`config.mk`:
```
export PLATFORM = sky130hd
export DESIGN_NAME = cbu_branch_unit
export DESIGN_NICKNAME = d
export VERILOG_FILES = /design/src/rtl/cbu_pkg.sv /design/src/rtl/cbu_cond_eval.sv /design/src/rtl/cbu_branch_unit.sv
export VERILOG_INCLUDE_DIRS = /design/src /design/src/rtl
export SDC_FILE = /design/constraint.sdc
export NUM_CORES = 1
export LEC_CHECK = 0
export BUFFER_PORTS_ARGS = -buffer_cell sky130_fd_sc_hd__buf_2
export CORE_MARGIN = 8
export CORE_UTILIZATION = 48
export DETAILED_ROUTE_END_ITERATION = 10
export PLACE_DENSITY_LB_ADDON = 0.2
export REMOVE_ABC_BUFFERS = 1
export SKIP_CTS_REPAIR_TIMING = 1
export SLEW_MARGIN = 20
export SYNTH_ARGS = -nofsm -noshare
export SYNTH_HDL_FRONTEND = slang
export SYNTH_SLANG_ARGS = --single-unit
```
`constraint.sdc`:
```
create_clock -name clk_in -period 2.1 [get_ports clk_in]
set_clock_uncertainty 0.2 [all_clocks]
set_input_delay 0.42 -clock clk_in [delete_from_list [all_inputs] [get_ports clk_in]]
set_output_delay 0.42 -clock clk_in [all_outputs]
set_load 0.005 [all_outputs]
```
`src/rtl/cbu_consts.svh`:
```
`ifndef CBU_CONSTS_SVH
`define CBU_CONSTS_SVH

// ----------------------------------------
// status register bit positions
// ----------------------------------------
`define CBU_FLAG_C 3'h0
`define CBU_FLAG_Z 3'h1
`define CBU_FLAG_N 3'h2
`define CBU_FLAG_V 3'h3
`define CBU_FLAG_S 3'h4
`define CBU_FLAG_H 3'h5
`define CBU_FLAG_T 3'h6
`define CBU_FLAG_I 3'h7

// ----------------------------------------
// widths and reset values
// ----------------------------------------
`define CBU_PC_W 16
`define CBU_DISP_W 7
`define CBU_PC_RST 16'h0000
`define CBU_STATUS_RST 8'h00

// ----------------------------------------
// timing, in clock cycles
// ----------------------------------------
`define CBU_CYC_NOT_TAKEN 2'h1
`define CBU_CYC_TAKEN 2'h2

`endif

```
`src/rtl/cbu_pkg.sv`:
```
package cbu_pkg;

	// ----------------------------------------
	// branch operation codes
	// ----------------------------------------
	typedef enum logic [3:0] {
		branch_on_status_bit_clear = 4'h0,
		branch_when_zero_set = 4'h1,
		branch_when_zero_clear = 4'h2,
		branch_when_carry_set = 4'h3,
		branch_when_carry_clear = 4'h4,
		branch_unsigned_ge = 4'h5,
		branch_unsigned_lt = 4'h6,
		branch_when_negative = 4'h7,
		branch_when_nonnegative = 4'h8,
		branch_signed_ge = 4'h9
	} cbu_op_t;

	// ----------------------------------------
	// sequencer states, one-hot
	// ----------------------------------------
	typedef enum logic [1:0] {
		CBU_ST_EXEC = 2'h1,
		CBU_ST_FLUSH = 2'h2
	} cbu_state_t;

endpackage

```
`src/rtl/cbu_cond_eval.sv`:
```
`timescale 1ns/10ps
`include "cbu_consts.svh"

module cbu_cond_eval
	import cbu_pkg::*;
(
	// ----------------------------------------
	// decoded instruction and flags
	// ----------------------------------------
	input wire cbu_op_t op_in,
	input wire logic [2:0] bit_sel_in,
	input wire logic [7:0] status_in,
	// ----------------------------------------
	// result
	// ----------------------------------------
	output logic cond_out,
	output logic legal_out
);

	logic flag_c;
	logic flag_z;
	logic flag_n;
	logic flag_v;

	assign flag_c = status_in[`CBU_FLAG_C];
	assign flag_z = status_in[`CBU_FLAG_Z];
	assign flag_n = status_in[`CBU_FLAG_N];
	assign flag_v = status_in[`CBU_FLAG_V];

	always_comb begin
		cond_out = 1'b0;
		legal_out = 1'b1;
		case (op_in)
			branch_on_status_bit_clear: begin
				cond_out = ~status_in[bit_sel_in];
			end
			branch_when_zero_set: begin
				cond_out = flag_z;
			end
			branch_when_zero_clear: begin
				cond_out = ~flag_z;
			end
			branch_when_carry_set: begin
				cond_out = flag_c;
			end
			branch_when_carry_clear: begin
				cond_out = ~flag_c;
			end
			branch_unsigned_ge: begin
				cond_out = ~flag_c;
			end
			branch_unsigned_lt: begin
				cond_out = flag_c;
			end
			branch_when_negative: begin
				cond_out = flag_n;
			end
			branch_when_nonnegative: begin
				cond_out = ~flag_n;
			end
			branch_signed_ge: begin
				cond_out = ~(flag_n ^ flag_v);
			end
			default: begin
				legal_out = 1'b0;
			end
		endcase
	end

endmodule

```
`src/rtl/cbu_branch_unit.sv`:
```
`timescale 1ns/10ps
`include "cbu_consts.svh"

module cbu_branch_unit
	import cbu_pkg::*;
#(
	parameter int PC_W = `CBU_PC_W,
	parameter int DISP_W = `CBU_DISP_W
) (
	// ----------------------------------------
	// clock and reset
	// ----------------------------------------
	input wire logic clk_in,
	input wire logic arst_n_in,
	// ----------------------------------------
	// decoded branch request
	// ----------------------------------------
	input wire logic exec_valid_in,
	input wire cbu_op_t op_in,
	input wire logic [2:0] bit_sel_in,
	input wire logic [DISP_W-1:0] disp_in,
	input wire logic [PC_W-1:0] pc_in,
	// ----------------------------------------
	// status register from the core
	// ----------------------------------------
	input wire logic [7:0] status_in,
	// ----------------------------------------
	// program counter result
	// ----------------------------------------
	output logic [PC_W-1:0] next_pc_out,
	output logic pc_load_out,
	output logic taken_out,
	// ----------------------------------------
	// pipeline timing
	// ----------------------------------------
	output logic flush_out,
	output logic busy_out,
	output logic done_out,
	output logic illegal_out,
	// ----------------------------------------
	// status register back to the core
	// ----------------------------------------
	output logic [7:0] status_out
);

	// ----------------------------------------
	// state
	// ----------------------------------------
	typedef struct packed {
		cbu_state_t state;
		logic [PC_W-1:0] pc;
		logic pc_load;
		logic taken;
		logic flush;
		logic busy;
		logic done;
		logic illegal;
		logic [7:0] status;
	} cbu_regs_t;

	cbu_regs_t r;
	cbu_regs_t next_r;

	logic cond;
	logic legal;
	logic accept;
	logic take;

	// ----------------------------------------
	// helpers
	// ----------------------------------------
	// relative target: pc + sign-extended offset + 1, wraps at PC_W
	function automatic logic [PC_W-1:0] rel_target(
		input logic [PC_W-1:0] pc,
		input logic [DISP_W-1:0] disp
	);
		logic [PC_W-1:0] ext;
		ext = {{(PC_W-DISP_W){disp[DISP_W-1]}}, disp};
		rel_target = pc + ext + {{(PC_W-1){1'b0}}, 1'b1};
	endfunction

	// ----------------------------------------
	// condition evaluation
	// ----------------------------------------
	cbu_cond_eval u_cond (
		.op_in(op_in),
		.bit_sel_in(bit_sel_in),
		.status_in(status_in),
		.cond_out(cond),
		.legal_out(legal)
	);

	// requests during the discard cycle are ignored
	assign accept = exec_valid_in && (r.state == CBU_ST_EXEC);
	assign take = accept && legal && cond;

	// ----------------------------------------
	// next-state logic
	// ----------------------------------------
	always_comb begin
		next_r = r;
		next_r.pc_load = 1'b0;
		next_r.taken = 1'b0;
		next_r.flush = 1'b0;
		next_r.done = 1'b0;
		next_r.illegal = 1'b0;
		// flags are only ever copied, never modified
		next_r.status = status_in;
		case (r.state)
			CBU_ST_EXEC: begin
				next_r.busy = 1'b0;
				if (accept) begin
					next_r.pc_load = 1'b1;
					if (take) begin
						next_r.pc = rel_target(pc_in, disp_in);
						next_r.taken = 1'b1;
						// extra cycle kills the prefetched word
						next_r.flush = 1'b1;
						next_r.busy = 1'b1;
						next_r.state = CBU_ST_FLUSH;
					end else begin
						// fall through to the next instruction
						next_r.pc = rel_target(pc_in, '0);
						next_r.done = 1'b1;
						next_r.illegal = ~legal;
					end
				end
			end
			CBU_ST_FLUSH: begin
				next_r.busy = 1'b0;
				next_r.done = 1'b1;
				next_r.state = CBU_ST_EXEC;
			end
			default: begin
				next_r.busy = 1'b0;
				next_r.state = CBU_ST_EXEC;
			end
		endcase
	end

	// ----------------------------------------
	// registers
	// ----------------------------------------
	always_ff @(posedge clk_in or negedge arst_n_in) begin
		if (!arst_n_in) begin
			r.state <= CBU_ST_EXEC;
			r.pc <= PC_W'(`CBU_PC_RST);
			r.pc_load <= 1'b0;
			r.taken <= 1'b0;
			r.flush <= 1'b0;
			r.busy <= 1'b0;
			r.done <= 1'b0;
			r.illegal <= 1'b0;
			r.status <= `CBU_STATUS_RST;
		end else begin
			r <= next_r;
		end
	end

	// ----------------------------------------
	// outputs
	// ----------------------------------------
	assign next_pc_out = r.pc;
	assign pc_load_out = r.pc_load;
	assign taken_out = r.taken;
	assign flush_out = r.flush;
	assign busy_out = r.busy;
	assign done_out = r.done;
	assign illegal_out = r.illegal;
	assign status_out = r.status;

endmodule

```
==> run summary, run 1 <==
Clk pin slew, worst setup/hold paths -> 70 ps
Layout Nets -> 460
Layout Utilization -> 70.8%
CP required -> 2070 ps
Largest delay share family, worst path -> compound AO/OA/AOI/OAI gates
P_sw -> 0.000905 W
Sequential area share after synthesis -> 30.3%
RD Place Congestion -> 0.913
CP startpoint kind -> input port
IO Pins -> 71
Status -> complete, but fails checks
Synthesized cell area -> 2480 µm²
Global-route wire length before repair -> 10600 µm
Number of synthesized flops with an enable pin -> 0
RSZ-0062 raised after global routing -> true
P&R area growth vs syn -> 43.7%
Crit Path Class -> in -> reg
Critical Path, Cell by Cell -> buf_8 > inv_4 > ha_4 > fa_2 > nor2b_4 > o21bai_1 > a311o_1 > a21oi_2 > xor2_1 > a221o_1
WP buf/inv -> 2
Final WL -> 7140 µm
Sequential power share -> 34.2%
Diodes inserted -> 0
Fmax -> 450 MHz
Die H -> 88.0 µm
Ys flop type -> dfrtp_1
Gate power share -> 46.6%
Highest-delay cell along the critical path -> fa_2
Worst-Margin Slew -> 663 ps
Fin Hold WS -> -49.0 ps
Inserted Clock Buffers -> 5
Cell Area, Placed -> 3170 µm²
Slew headroom -> 55.8%
Total GRT Usage -> 17.5%
Core Area -> 5040 µm²
Critical Path AT -> 2190 ps
Largest net degree at the start of global routing -> 31
Die width -> 88.0 µm
Die area -> 7740 µm²
Synth Warn # -> 0
Period minus WS final -> 2220 ps
Residual DRC -> 0
Leakage -> 1.69 nW
Synth Register Bits -> 30
Hold Vio Cnt, Final -> 29
Latest clock arrival within the worst-skew pair -> 280 ps
Synth unique cells -> 48
Mean number of vias per cell -> 5.28
Row count -> 26
Final setup viols -> 6
Share of layout cells above drive strength 1 -> 46.1%
# Max-Cap Violations -> 0
Max FO, Critical Path -> 3
Initial DRC count -> 105
CTS tree -> yes
I/O Buffers -> 70
DR pass1 iterations -> 4
Max-slew violations -> 0
Switch share -> 35.6%
Final Total Pwr -> 0.00254 W
Final ANT Viol Nets -> 0
Worst Hold Class -> in -> async
Root Driver -> clkbuf_8
CTS Sinks -> 30
Detailed placement HPWL -> 5650 µm
CTS H-tree lvls -> 2
Critical path's largest stage delay -> 410 ps
Cell area after layout -> 3570 µm²
Async SR Flop Fraction -> 100%
Vias in the first global route -> 2406
GR Overflow Total -> 0
Critical Path End Type -> flop
Routed wire length per instance -> 15.2 µm
Internal Power -> 0.00164 W
Initial antenna violation count -> 0
Max Buffers Root-to-Sink -> 2
Cell Pwr Density -> 712 nW/µm²
Tcrit/Tclk final -> 106%
Mean Syn Cell Area -> 8.60 µm²
Peak VDD IR -> 0.000301 V
Mapped Cells -> 289
Vias -> 2489
Initial Util -> 49.3%
Violated checks -> negative hold slack, negative setup slack
Fin worst setup slack -> -123 ps
Clock share of power -> 19.2%
power groups by stage:
stage               sequential (W)  combinational [W]  clock, W
global route              0.000888            0.00130  0.000520
CTS                       0.000868            0.00106  0.000495
detailed placement        0.000878            0.00106         0
global placement          0.000876            0.00103         0
floorplan                 0.000887           0.000473         0
finish                    0.000869            0.00119  0.000488
cells in the mapped netlist, types with 2 or more instances:
cell type  number  share of area, %
nor2_1         13               2.0
nor3_1         10               2.0
o31a_1          2              0.71
nor4_1          4               1.0
o211ai_1        2              0.60
and3_1          3              0.76
o221ai_1        4               1.4
o21ai_0        18               3.6
o21bai_1        2              0.60
nand4_1         6               1.5
o22ai_1         3              0.76
nor2b_1         7               1.8
ha_1           18               9.1
nand3_1        14               2.8
a221o_1         2              0.81
buf_4          26               7.9
and4_1          2              0.71
inv_1          13               2.0
mux4_1          2               2.1
a21oi_1        21               4.2
xnor2_1        14               4.9
a311o_1         2              0.81
nand2_1        27               4.1
xor2_1         12               4.2
clkbuf_1        8               1.2
dfrtp_1        29                29
a31oi_1         2              0.50
nand2b_1        3              0.76
worst register-to-register path: stages (launching register included):
cell and delay [ps]:
dfrtp_1 370, inv_1 60, ha_1 220, nand2_2 140
clkinv_1 110, nand2_2 100, buf_6 160, clkinvlp_4 140
a221o_1 340
cells in the final DEF (no fill, tap or decap), drive strengths merged, types with 2 or more instances in the layout:
cell type	count
buf	140
dfrtp	29
nand2	28
a21oi	21
ha	18
o21ai	18
nand3	14
xnor2	14
nor2	13
xor2	12
inv	12
nor3	10
nor2b	7
nand4	6
clkbuf	6
o221ai	4
nor4	4
nand2b	3
and3	3
o22ai	3
o31a	2
mux4	2
a311o	2
clkinvlp	2
o21bai	2
o211ai	2
and4	2
a31oi	2
a221o	2
clkinv	2
cells by family (layout without fill, tap and decap cells):
group / after synthesis / after routing / synth area share [%]
adder cells (fa/ha/maj): 19 / 19 / 9.87
XOR/XNOR: 26 / 26 / 9.16
AO/OA/AOI/OAI: 66 / 66 / 17.1
flip-flops: 30 / 30 / 30.3
AND/OR/NAND/NOR: 94 / 94 / 18.8
multiplexers: 4 / 4 / 2.97
buffers and inverters: 50 / 162 / 11.8
flip-flops by register name (all words and copies together) (netlist names):
signal       count
r                2
status_out       8
illegal_out      1
next_pc_out     16
pc_load_out      1
busy_out         1
done_out         1
layout make-up:
cell class,instances,area [µm²]
clock buffer,6,82.6
multi-input combinational,209,1630
clock inverter,2,12.5
sequential,30,752
tap,70,87.6
timing repair buffer,140,951
inverter,14,58.8
fill,389,1470
through the flow:
step / worst slack [ps] / std cells / hold WS [ps] / setup TNS (ps)
global placement: -536 / 457 / 262 / -6090
finish: -123 / 471 / -49.0 / -312
CTS: -347 / 465 / -14.7 / -1270
floorplan: -345 / 253 / -75.6 / -1350
detailed placement: -653 / 457 / 276 / -6650
global route: -182 / 471 / 9.37 / -882
routing by layer:
metal | vias up | track usage (%) | part of all wire (%)
li1 | 1236 | - | -
met1 | 1162 | 19.7 | 43
met2 | 80 | 30.7 | 49
met3 | 11 | 3.66 | 6.8
met4 | 0 | 7.81 | 1.7
met5 | - | 0 | 0
path summary, 6_finish.rpt:
check,from,endpoint,slack [ps],depth (start not counted)
max in group asynchronous,arst_n_in,next_pc_out[1],1300,1
max,pc_in[0],next_pc_out[12],-120,10
min reg2reg,next_pc_out[2],next_pc_out[2],280,2
max reg2reg,r[31],next_pc_out[12],160,8
min,arst_n_in,next_pc_out[7],-50,1
min in group clk_in,status_in[3],status_out[3],50,1
(Power assumes the default switching activity.)
==> run 2, diff against run 1 <==
--- a/config.mk
+++ b/config.mk
@@ -11,7 +11,7 @@
 export CORE_UTILIZATION = 48
 export DETAILED_ROUTE_END_ITERATION = 10
 export PLACE_DENSITY_LB_ADDON = 0.2
-export REMOVE_ABC_BUFFERS = 1
+export RECOVER_POWER = 100
 export SKIP_CTS_REPAIR_TIMING = 1
 export SLEW_MARGIN = 20
 export SYNTH_ARGS = -nofsm -noshare
==> run summary, run 2 (synthesized netlist as in run 1, its figures left out) <==
CP required -> 2120 ps (was 2070 ps)
Final setup viols -> 13 (was 6)
Max FO, Critical Path -> 3 (unchanged)
I/O Buffers -> 70 (unchanged)
Core Area -> 5040 µm² (unchanged)
GR Overflow Total -> 0 (unchanged)
Inserted Clock Buffers -> 5 (unchanged)
Peak VDD IR -> 0.000328 V (was 0.000301 V)
DP Worst Slack -> -516 ps (was -653 ps)
R2R setup slack -> 220 ps (was 160 ps)
RSZ-0062 raised after global routing -> true (unchanged)
RD Place Congestion -> 0.895 (was 0.913)
Global-route wire length before repair -> 11200 µm (was 10600 µm)
Fin worst setup slack -> -121 ps (was -123 ps)
Max-slew violations -> 31 (was 0)
Worst Hold Class -> in -> reg (was in -> async)
Initial DRC count -> 128 (was 105)
Share of layout cells above drive strength 1 -> 38.5% (was 46.1%)
Final Total Pwr -> 0.00248 W (was 0.00254 W)
Slew headroom -> -6.37% (was 55.8%)
CP startpoint kind -> input port (unchanged)
Diodes inserted -> 0 (unchanged)
Initial antenna violation count -> 0 (unchanged)
Critical Path, Cell by Cell -> buf_12 > inv_12 > ha_4 > fa_2 > nor2b_4 > o21bai_4 > a311o_1 > o211ai_1 > a21oi_1 > xor2_1 > o21ai_1 (was buf_8 > inv_4 > ha_4 > fa_2 > nor2b_4 > o21bai_1 > a311o_1 > a21oi_2 > xor2_1 > a221o_1)
Hold Vio Cnt, Final -> 0 (was 29)
Syn_nets -> 349
Row count -> 26 (unchanged)
DR pass1 iterations -> 4 (unchanged)
Cell Pwr Density -> 705 nW/µm² (was 712 nW/µm²)
Detailed placement HPWL -> 5540 µm (was 5650 µm)
CTS tree -> yes (unchanged)
WP buf/inv -> 2 (unchanged)
Final ANT Viol Nets -> 0 (unchanged)
Clk pin slew, worst setup/hold paths -> 60 ps (was 70 ps)
Final WL -> 7210 µm (was 7140 µm)
Violated checks -> max-capacitance violations, max-slew violations, negative setup slack (was negative hold slack, negative setup slack)
Critical Path AT -> 2240 ps (was 2190 ps)
Die area -> 7740 µm² (unchanged)
Residual DRC -> 0 (unchanged)
Max Buffers Root-to-Sink -> 2 (unchanged)
Fmax -> 450 MHz (about the same)
IO Pins -> 71 (unchanged)
Status -> complete, but fails checks (unchanged)
Latest clock arrival within the worst-skew pair -> 290 ps (was 280 ps)
Die width -> 88.0 µm (unchanged)
Highest-delay cell along the critical path -> a311o_1 (was fa_2)
Commonest cells after routing, fill and taps aside -> buf_4 (64), buf_2 (39), dfrtp_1 (29), clkbuf_1 (29), nand2_1 (27) (was buf_4 (65), buf_2 (63), dfrtp_1 (29))
Largest net degree at the start of global routing -> 31 (unchanged)
Crit Path Class -> in -> reg (unchanged)
Die H -> 88.0 µm (unchanged)
Mean number of vias per cell -> 5.33 (was 5.28)
Period minus WS final -> 2220 ps (about the same)
# fillers -> 418 (was 389)
Vias -> 2521 (was 2489)
Flip-flop count of the largest register after layout -> 16 (unchanged)
Worst-Margin Slew -> 1600 ps (was 663 ps)
# Max-Cap Violations -> 1 (was 0)
Largest delay share family, worst path -> compound AO/OA/AOI/OAI gates (unchanged)
Leakage -> 1.59 nW (was 1.69 nW)
Critical Path End Type -> flop (unchanged)
Fin Hold WS -> 56.9 ps (was -49.0 ps)
Placed cell count -> 458 (was 457)
Routed wire length per instance -> 15.3 µm (was 15.2 µm)
CTS Sinks -> 30 (unchanged)
Setup TNS -> -661 ps (was -312 ps)
Layout Nets -> 462 (was 460)
Cell Count, Final, Fillers Out -> 473 (was 471)
Most common cell after layout, fill and taps aside -> buf_4 (unchanged)
Tcrit/Tclk final -> 106% (about the same)
Total GRT Usage -> 18.2% (was 17.5%)
CTS H-tree lvls -> 2 (unchanged)
Critical path's largest stage delay -> 370 ps (was 410 ps)
Vias in the first global route -> 2450 (was 2406)
Initial Util -> 49.3% (unchanged)
Root Driver -> clkbuf_8 (unchanged)
P&R area growth vs syn -> 41.7% (was 43.7%)
## run 2: final timing paths
kind                                start              end  cells after the start
max reg2reg                         r[31]  next_pc_out[12]                      7
max                              pc_in[0]  next_pc_out[14]                     11
min in group asynchronous       arst_n_in   next_pc_out[2]                      1
min reg2reg                next_pc_out[2]   next_pc_out[2]                      2
min                          status_in[5]    status_out[5]                      1
max in group asynchronous       arst_n_in   next_pc_out[4]                      1
## run 2: cell type report
type	instances	area (µm²)	area share [%]
Multi-Input combinational cell	209	1610	45.8
Timing Repair Buffer	142	903	25.6
Inverter	14	73.8	2.10
Clock buffer	7	86.3	2.45
Clock inverter	1	5.00	0.142
Tap cell	70	87.6	2.49
Sequential cell	30	752	21.3
## run 2: stage by stage
stage               utilization (%)  area [µm²]
detailed placement             64.0        3230
floorplan                         -        2530
global placement               64.0        3230
CTS                            65.9        3320
finish                         69.9        3520
global route                   69.9        3520
## run 2: power by group
part / total (W) / internal (W) / switching (W)
Combinational: 0.00113 / 0.000551 / 0.000578
Clock: 0.000484 / 0.000264 / 0.000220
Sequential: 0.000872 / 0.000770 / 0.000102
Total: 0.00248 / 0.00158 / 0.000900
## run 2: per-layer routing
metal,track usage (%),vias up,share of wire [%]
met3,3.38,13,7.6
met5,0,-,0
li1,-,1241,-
met2,30.6,85,50
met1,22.0,1182,41
met4,7.50,0,1.6
